$ cat src/logic/tbrd_pkg.sv
// constants shared by the trigger bus routing and debounce block
`default_nettype none
package tbrd_pkg;

   // ************************************************************
   // sizes
   // ************************************************************
   localparam int NBUS  = 8;    // intercard trigger bus lines
   localparam int NFUNC = 6;    // programmable function lines
   localparam int NFILT = 15;   // bus lines, star, function lines
   localparam int NINT  = 20;   // internal timing sources
   localparam int NDEST = 26;   // timing input destinations
   localparam int STAR_IDX = 8; // star trigger in filter vector
   localparam int CNT_W = 17;   // debounce counter width

   // ************************************************************
   // timing
   // ************************************************************
   localparam int HCLK_HZ     = 20_000_000;
   localparam int FILT_CLK_HZ = 40_000_000;
   // hclk is slower than the filter clock, so it samples every cycle
   localparam int SAMPLE_DIV  = (HCLK_HZ >= 2 * FILT_CLK_HZ) ?
                                (HCLK_HZ / FILT_CLK_HZ) : 1;
   localparam int N_125NS = 5;       // samples, shortest setting
   localparam int N_6US   = 257;     // samples, middle setting
   localparam int N_2MS   = 101_800; // samples, longest setting

   // ************************************************************
   // filter settings
   // ************************************************************
   localparam logic [1:0] FILT_OFF   = 2'h0; // value after reset
   localparam logic [1:0] FILT_125NS = 2'h1;
   localparam logic [1:0] FILT_6US   = 2'h2;
   localparam logic [1:0] FILT_2MS   = 2'h3;

   // ************************************************************
   // register byte offsets
   // ************************************************************
   localparam logic [7:0] ADDR_DIR   = 8'h00; // line drive enables
   localparam logic [7:0] ADDR_OSEL0 = 8'h04; // 8 source selects
   localparam logic [7:0] ADDR_FCFG  = 8'h24; // filter settings
   localparam logic [7:0] ADDR_FSEL  = 8'h28; // bus to function lines
   localparam logic [7:0] ADDR_STAT  = 8'h2C; // line levels
   localparam logic [7:0] ADDR_DCFG0 = 8'h40; // 26 destination cfgs
   localparam logic [7:0] ADDR_DEND  = 8'hA8; // first past last cfg

   // ************************************************************
   // source codes driven onto bus lines
   // ************************************************************
   localparam logic [4:0] SRC_AI_CONV   = 5'h02;
   localparam logic [4:0] SRC_AO_SAMPLE = 5'h05;
   localparam logic [4:0] SRC_FUNC0     = 5'h14;
   localparam logic [4:0] SRC_END       = 5'h1A;

   // ************************************************************
   // destination config fields and selector codes
   // ************************************************************
   localparam int DC_INV  = 4;          // polarity invert bit
   localparam int DC_EDGE = 5;          // edge mode bit
   localparam logic [3:0] DSEL_NONE = 4'h0; // value after reset
   localparam int FS_EN = 3;            // function route enable bit

endpackage
`default_nettype wire

$ cat src/logic/tbrd_filter.sv
// one debounce filter: N equal samples before a level passes
`default_nettype none
module tbrd_filter
   import tbrd_pkg::*;
#(
   parameter int N_LONG = N_2MS
)
(
   input  wire logic       hclk,
   input  wire logic       hresetn,
   input  wire logic       sample_en,
   input  wire logic       din,
   input  wire logic [1:0] setting,
   output logic            dout
);

   // ************************************************************
   // state
   // ************************************************************
   typedef struct packed {
      logic [CNT_W-1:0] cnt;   // consecutive differing samples
      logic             level; // level passed on
   } tbrd_filt_st_t;

   tbrd_filt_st_t s_r;   // registered state
   tbrd_filt_st_t s_nxt; // next state
   logic [CNT_W-1:0] need; // samples needed at this setting

   // ************************************************************
   // next state
   // ************************************************************
   always_comb
   begin
      s_nxt = s_r;
      unique case (setting)
         FILT_125NS : need = CNT_W'(N_125NS);
         FILT_6US   : need = CNT_W'(N_6US);
         FILT_2MS   : need = CNT_W'(N_LONG);
         default    : need = CNT_W'(1);
      endcase
      if (setting == FILT_OFF)
      begin
         // disabled: straight through, counter parked
         s_nxt.level = din;
         s_nxt.cnt   = '0;
      end
      else if (sample_en)
      begin
         if (din == s_r.level)
         begin
            // a glitch back restarts the run
            s_nxt.cnt = '0;
         end
         else if (s_r.cnt == need - CNT_W'(1))
         begin
            // N-th differing sample in a row, either direction
            s_nxt.level = din;
            s_nxt.cnt   = '0;
         end
         else
         begin
            s_nxt.cnt = s_r.cnt + CNT_W'(1);
         end
      end
   end

   // ************************************************************
   // registers
   // ************************************************************
   always_ff @(posedge hclk or negedge hresetn)
   begin
      if (!hresetn)
         s_r <= '0;
      else
         s_r <= s_nxt;
   end

   assign dout = s_r.level;

endmodule // tbrd_filter
`default_nettype wire

$ cat src/logic/tbrd_top.sv
// trigger bus routing and debounce with an AHB-Lite register slave
`default_nettype none

// Behaviour
// - each bus line selectable input or output
// - any listed internal source drives any line
// - conversion and sample clocks inverted onto bus
// - any bus line feeds any timing input
// - per destination polarity and edge or level
// - filter on every input, samples on tick
// - filter clock rate is forty megahertz; here filters sample every hclk cycle, 20 MHz
// - N equal samples pass a transition
// - settings 5, 257, 101800 samples or off
// - separate filter setting per input
// - all filters disabled after reset
// - jitter bounded by one sample period
// - function to bus routes skip filter
// - bus lines are backplane trigger lines
// - star trigger is input only
module tbrd_top
   import tbrd_pkg::*;
#(
   parameter int N_LONG = N_2MS // longest setting, samples
)
(
   input  wire logic              hclk,
   input  wire logic              hresetn,
   input  wire logic              hsel,
   input  wire logic [31:0]       haddr,
   input  wire logic [1:0]        htrans,
   input  wire logic              hwrite,
   input  wire logic [2:0]        hsize,
   input  wire logic [31:0]       hwdata,
   input  wire logic              hready,
   output logic                   hreadyout,
   output logic [31:0]            hrdata,
   output logic                   hresp,
   input  wire logic [NBUS-1:0]   itb_in,
   output logic [NBUS-1:0]        itb_out,
   output logic [NBUS-1:0]        itb_oe,
   input  wire logic              star_in,
   input  wire logic [NFUNC-1:0]  pfl_in,
   output logic [NFUNC-1:0]       pfl_out,
   output logic [NFUNC-1:0]       pfl_oe,
   input  wire logic [NINT-1:0]   int_src,
   output logic [NDEST-1:0]       dest_out
);

   // ************************************************************
   // state
   // ************************************************************
   typedef struct packed {
      logic [NFILT-1:0]           sync1;   // first stage, pins
      logic [NFILT-1:0]           sync2;   // second stage
      logic [7:0]                 div;     // sample divider
      logic                       tick;    // filter sample enable
      logic [NBUS-1:0]            dir;     // 1 = line is output
      logic [NBUS-1:0][4:0]       osel;    // source per line
      logic [NFILT-1:0][1:0]      fcfg;    // filter per input
      logic [NFUNC-1:0][3:0]      fsel;    // bus line per function
      logic [NDEST-1:0][5:0]      dcfg;    // destination configs
      logic [NDEST-1:0]           dlvl;    // last polarised level
      logic                       wr_pend; // write data phase due
      logic [7:0]                 wr_addr; // its byte address
      logic [31:0]                rdata;   // read data
      logic [NBUS-1:0]            bus_out;
      logic [NBUS-1:0]            bus_oe;
      logic [NFUNC-1:0]           fn_out;
      logic [NFUNC-1:0]           fn_oe;
      logic [NDEST-1:0]           dest;
   } tbrd_top_st_t;

   tbrd_top_st_t     s_r;   // registered state
   tbrd_top_st_t     s_nxt; // next state
   logic [NFILT-1:0] filt;  // debounced input levels

   // ************************************************************
   // functions
   // ************************************************************
   // level of one source code; unmapped codes give low
   function automatic logic src_pick(input logic [4:0] code,
                                     input logic [NINT-1:0] isrc,
                                     input logic [NFUNC-1:0] fraw);
      logic v;
      v = 1'b0;
      if (code < 5'(NINT))
      begin
         v = isrc[code];
         // clocks that sample on the falling edge go out inverted
         if (code == SRC_AI_CONV || code == SRC_AO_SAMPLE)
            v = ~v;
      end
      else if (code < SRC_END)
      begin
         // function input goes out unfiltered
         v = fraw[3'(code - SRC_FUNC0)];
      end
      return v;
   endfunction

   // register read mux, decoded from the updated copy
   // raw levels come in apart, from the second sync stage only
   function automatic logic [31:0] rd_reg(input logic [7:0] a,
                                          input tbrd_top_st_t st,
                                          input logic [NFILT-1:0] fl,
                                          input logic [NFILT-1:0] raw);
      logic [31:0] d;
      d = 32'h0000_0000;
      if (a[1:0] != 2'h0)
         d = 32'h0000_0000;
      else if (a == ADDR_DIR)
         d = {24'h00_0000, st.dir};
      else if (a >= ADDR_OSEL0 && a < ADDR_FCFG)
         d = {27'h000_0000, st.osel[3'((a - ADDR_OSEL0) >> 2)]};
      else if (a == ADDR_FCFG)
         d = {2'h0, st.fcfg};
      else if (a == ADDR_FSEL)
         d = {8'h00, st.fsel};
      else if (a == ADDR_STAT)
         d = {1'b0, raw, 1'b0, fl};
      else if (a >= ADDR_DCFG0 && a < ADDR_DEND)
         d = {26'h000_0000, st.dcfg[5'((a - ADDR_DCFG0) >> 2)]};
      return d;
   endfunction

   // ************************************************************
   // debounce filters, one per input
   // ************************************************************
   genvar g;
   generate
      for (g = 0; g < NFILT; g++)
      begin : g_filt
         // own setting per input, sampled after synchronising
         tbrd_filter #(
            .N_LONG (N_LONG)
         ) u_filt (
            .hclk      (hclk),
            .hresetn   (hresetn),
            .sample_en (s_r.tick),
            .din       (s_r.sync2[g]),
            .setting   (s_r.fcfg[g]),
            .dout      (filt[g])
         );
      end
   endgenerate

   // ************************************************************
   // next state
   // ************************************************************
   always_comb
   begin
      logic [3:0] sel;  // destination line selector
      logic       lvl;  // destination polarised level
      logic       apen; // address phase accepted
      logic [7:0] a;    // pending write address
      sel   = 4'h0;
      lvl   = 1'b0;
      s_nxt = s_r;
      a     = s_r.wr_addr;
      apen  = hsel && hready && htrans[1];

      // pins pass two flops before anything reads them
      s_nxt.sync1 = {pfl_in, star_in, itb_in};
      s_nxt.sync2 = s_r.sync1;

      // sample tick; one per cycle while hclk is under 80 MHz
      if (s_r.div >= 8'(SAMPLE_DIV - 1))
      begin
         s_nxt.div  = 8'h00;
         s_nxt.tick = 1'b1;
      end
      else
      begin
         s_nxt.div  = s_r.div + 8'h01;
         s_nxt.tick = 1'b0;
      end

      // write data phase; unmapped or unaligned writes vanish
      if (s_r.wr_pend && a[1:0] == 2'h0)
      begin
         if (a == ADDR_DIR)
            s_nxt.dir = hwdata[NBUS-1:0];
         else if (a >= ADDR_OSEL0 && a < ADDR_FCFG)
            s_nxt.osel[3'((a - ADDR_OSEL0) >> 2)] = hwdata[4:0];
         else if (a == ADDR_FCFG)
            s_nxt.fcfg = hwdata[2*NFILT-1:0];
         else if (a == ADDR_FSEL)
            s_nxt.fsel = hwdata[4*NFUNC-1:0];
         else if (a >= ADDR_DCFG0 && a < ADDR_DEND)
            s_nxt.dcfg[5'((a - ADDR_DCFG0) >> 2)] = hwdata[5:0];
      end

      // address phase: capture write, fetch read at once
      s_nxt.wr_pend = apen && hwrite;
      s_nxt.wr_addr = haddr[7:0];
      if (apen && !hwrite)
         s_nxt.rdata = rd_reg(haddr[7:0], s_nxt, filt, s_r.sync2);
      else
         s_nxt.rdata = 32'h0000_0000;

      // bus line drivers, shared with the backplane trigger lines
      for (int i = 0; i < NBUS; i++)
      begin
         s_nxt.bus_out[i] = src_pick(s_r.osel[i], int_src,
                                     s_r.sync2[NFILT-1:NBUS+1]);
         s_nxt.bus_oe[i]  = s_r.dir[i];
      end

      // function lines fed straight from a bus line, unfiltered
      for (int j = 0; j < NFUNC; j++)
      begin
         s_nxt.fn_oe[j]  = s_r.fsel[j][FS_EN];
         s_nxt.fn_out[j] = s_r.fsel[j][FS_EN] &&
                           s_r.sync2[3'(s_r.fsel[j][2:0])];
      end

      // timing destinations: 1..8 bus, 9 star, 10..15 function
      for (int d = 0; d < NDEST; d++)
      begin
         sel = s_r.dcfg[d][3:0];
         if (sel == DSEL_NONE)
            lvl = 1'b0;
         else
            lvl = filt[4'(sel - 4'h1)];
         lvl = lvl ^ s_r.dcfg[d][DC_INV];
         s_nxt.dlvl[d] = lvl;
         if (s_r.dcfg[d][DC_EDGE])
            s_nxt.dest[d] = lvl && !s_r.dlvl[d];
         else
            s_nxt.dest[d] = lvl;
      end
   end

   // ************************************************************
   // registers
   // ************************************************************
   // all-zero reset: lines undriven, filters off, no routes
   always_ff @(posedge hclk or negedge hresetn)
   begin
      if (!hresetn)
         s_r <= '0;
      else
         s_r <= s_nxt;
   end

   // ************************************************************
   // outputs, each straight from a flop
   // ************************************************************
   // zero wait states and OKAY only, so these are reset constants
   always_ff @(posedge hclk or negedge hresetn)
   begin
      if (!hresetn)
      begin
         hreadyout <= 1'b0;
         hresp     <= 1'b0;
      end
      else
      begin
         hreadyout <= 1'b1;
         hresp     <= 1'b0;
      end
   end

   assign hrdata   = s_r.rdata;
   assign itb_out  = s_r.bus_out;
   assign itb_oe   = s_r.bus_oe;
   assign pfl_out  = s_r.fn_out;
   assign pfl_oe   = s_r.fn_oe;
   assign dest_out = s_r.dest;

endmodule // tbrd_top
`default_nettype wire
$ cat config.mk
export PLATFORM = sky130hd
export DESIGN_NAME = tbrd_top
export DESIGN_NICKNAME = d
export VERILOG_FILES = /design/src/logic/tbrd_pkg.sv /design/src/logic/tbrd_filter.sv /design/src/logic/tbrd_top.sv
export SDC_FILE = /design/constraint.sdc
export NUM_CORES = 2
export LEC_CHECK = 0
export BUFFER_PORTS_ARGS = -buffer_cell sky130_fd_sc_hd__buf_2
export CAP_MARGIN = 20
export CORE_MARGIN = 2
export CORE_UTILIZATION = 52
export CTS_CLUSTER_SIZE = 24
export DETAILED_ROUTE_END_ITERATION = 10
export PLACE_DENSITY = 0.69
export SYNTH_ARGS = -nofsm -noshare
export SYNTH_HDL_FRONTEND = slang
export SYNTH_SLANG_ARGS = --single-unit
$ cat constraint.sdc
create_clock -name hclk -period 4 [get_ports hclk]
set_clock_uncertainty 0.2 [all_clocks]
set_input_delay 0.6 -clock hclk [delete_from_list [all_inputs] [get_ports hclk]]
set_output_delay 0.6 -clock hclk [all_outputs]
set_load 0.02 [all_outputs]
==> results.yml <==
place:
  gp_congestion: 0.9530
  port_buffers: 164
  dpl.hpwl_mm: 77.89
timing:
  worst_pin_slew_ns: 1.080
  rsz0062_at_grt: "no"
  layout_min_cycle_time_ns: 3.602
  drv_slew: 0
  maxSlewHeadroom: 0.2801
  fin_tns_setup_ns: 0
  setup_viol_count_final: 0
  fin_crit_sh: 0.9005
  fmax_mhz: 277.6
  finalHoldViolCount: 0
yosys:
  netlist.area_leader.share: 0.4285
  synth-edff-count: 0
  syn_inst: 3982
  synth_cell_type_count: 87
  synth_adder_area_share: 0.01672
  synth_top_family_by_area: "simple AND/OR/NAND/NOR gates"
  synth_area_leaders: "dfrtp_1 (43%), mux4_2 (8.7%), mux2_2 (5.2%)"
  synth_compound_area_frac: 0.1138
  yosysMostFrequentCell: "dfrtp_1"
  syn_avg_cell_area_um2: 9.959
  ys.flop_type: "dfrtp_1"
  syn_area_um2: 39660
  ys_top_cells_by_count: "dfrtp_1 (679), nand2_1 (386), nor2_1 (373)"
  async_flop_share: 1.000
  synth_top_area_cell: "dfrtp_1"
  yosys_warnings: 0
  yosysSeqAreaShare: 0.4285
  synthXorXnorAreaFrac: 0.05897
  synthMuxAreaShare: 0.1566
  ys_ff_latch: 679
  synth-simple-area-share: 0.1757
clocking:
  cts_setup_buffers: 0
  numCtsBuffers: 75
  cts_root_buf: "clkbuf_16"
  clock_path_buffers: 3
  htreeDepth: 3
  hold_buffers: 19
  clock_latency_ns: 0.63
  cts_resized: 0
  cts_tree: "built"
  clkTransAtPathRegs_ns: 0.06
  cts.sinks: 679
grt:
  grt_pass1_wl_mm: 176.6
  antenna_found_initial: 11
  grtUsageTotal: 0.2877
  grt-ovfl-total: 0
  grt_pass1_vias: 30500
  grt_max_degree: 93
hold_path:
  hp-class: "primary input to flop"
layout:
  drive_gt1_frac: 0.1883
  nets: 4170
  syn_to_final_growth_pct: 10.61
die:
  io_pins: 197
  core_um2: 75700
  row_count: 101
  fp.dieH_um: 280.2
  die_w_um: 280.2
  die_area_um2: 78490
  start_util: 0.5239
status:
  status: "finished clean"
detailed_routing:
  wire_per_inst_um: 22.33
  vias: 31610
  dr.pass1.iters: 8
  antenna_left: 0
  drc_errors: 0
  via_per_inst: 6.257
  first_iter_violations: 3158
  wl_mm: 112.8
critical_path:
  cp_top_family: "simple AND/OR/NAND/NOR gates"
  slowest_stage: "or4_1"
  crit_path_end_kind: "flop"
  cp_slowest_stage_delay_ns: 0.57
  arrival_ns: 3.92
  crit_type: "flop to flop"
  path_cells: "inv_1 > ha_1 > or3b_1 > a221oi_4 > nand3_2 > mux2_2 > mux2i_1 > and3_1 > or4_1 > a222oi_1"
  crit_fanout: 8
  startpoint_type: "flop"
  critical_path_buf_inv_count: 1
  required_ns: 4.31
pwr:
  total_power_mw: 16.05
  power_density_nw_per_um2: 366.0
  peakVddDrop_v: 0.0002883
  leakage_nw: 18.79
job:
  max_cap_violations: 0
-- flip-flops by register name (all words and copies together), names as in the netlist --
signal,flops
itb_out,8
pfl_out,6
s_nxt,29
pfl_oe,6
hrdata,31
g_filt.u_filt.s_r,255
s_r,294
itb_oe,8
g_filt.u_filt.dout,15
dest_out,26
hreadyout,1
-- path summary, 6_finish.rpt --
| check | start | endpoint | slack, ns | cells past startpoint |
|---|---|---|---|---|
| worst max-delay path | s_r[89] | hrdata[3] | 0.40 | 10 |
| worst min-delay path | hwdata[24] | s_r[325] | 0.03 | 2 |
| worst max register to register | s_r[89] | hrdata[3] | 0.40 | 10 |
| worst min register to register | s_nxt[389] | s_r[389] | 0.14 | 0 |
| max in group asynchronous | hresetn | itb_oe[0] | 2.21 | 3 |
| min in group asynchronous | hresetn | g_filt[11].u_filt.s_r[14] | 0.37 | 2 |
-- metal layers --
layer / vias up / share of wire / global-route usage
met5: - / 0.00012 / 0
met4: 2 / 0.046 / 0.1222
met3: 299 / 0.084 / 0.05080
met2: 1356 / 0.45 / 0.4414
met1: 15600 / 0.42 / 0.4035
li1: 14350 / - / -
-- placed cells by master (no fill, tap or decap), types with 31 or more instances in the layout --
cell,synthesis,layout
a211oi_1,71,71
a21oi_1,122,122
and3_1,56,56
buf_2,14,163
buf_4,87,89
clkbuf_16,0,75
dfrtp_1,679,673
ha_1,53,53
inv_1,95,94
mux2_2,182,182
mux2i_1,70,70
mux4_2,153,153
nand2_1,386,386
nand2b_1,53,53
nand3_1,113,113
nand4_1,86,86
nor2_1,373,373
nor2b_1,40,40
nor3_1,78,77
nor3b_1,57,57
nor4_1,55,54
o21ai_0,323,323
or3_1,31,31
xnor2_1,102,102
xor2_1,165,165
-- layout make-up --
class                           instances  area (µm²)
Clock inverter                         35       499.2
Sequential cell                       679       17000
Tap cell                              978        1224
Inverter                               96       360.3
Multi-Input combinational cell       2873       20730
Fill cell                            6357       31830
Timing Repair Buffer                  283        1909
Antenna cell                            6       15.01
Clock buffer                          101        2125
-- kinds of logic after synthesis --
kind of cell             Yosys count
XOR/XNOR                         267
multiplexers                     406
buffers and inverters            431
AO/OA/AOI/OAI                    734
AND/OR/NAND/NOR                 1410
other                              2
adder cells (fa/ha/maj)           53
flip-flops                       679
-- where the power goes --
group | total, mW | switching (mW) | internal (mW)
sequential | 7.27 | 0.241 | 7.03
clock | 7.37 | 2.91 | 4.46
combinational | 1.41 | 0.830 | 0.585
-- per-stage QoR --
step,utilization,hold slack [ns],setup WS (ns),instance area [µm²],instances
CTS,0.5793,0.006620,0.4354,43850,5045
global route,0.5794,0.01545,0.2272,43860,5049
detailed placement,0.5421,0.1347,0.4348,41040,4890
global placement,0.5421,0.1315,0.4572,41040,4890
finish,0.5795,0.02603,0.3981,43870,5051
floorplan,-,0.1044,0.2914,39660,3983
-- worst register-to-register path: cells and delay by family, from the launching register on --
| kind | cells | cell delay, ns |
|---|---|---|
| AO/OA/AOI/OAI | 2 | 0.68 |
| buffers and inverters | 1 | 0.12 |
| flip-flops | 1 | 0.43 |
| adder cells (fa/ha/maj) | 1 | 0.27 |
| AND/OR/NAND/NOR | 4 | 1.43 |
| multiplexers | 2 | 0.37 |
Note: power is estimated with default switching activity, not from simulation.
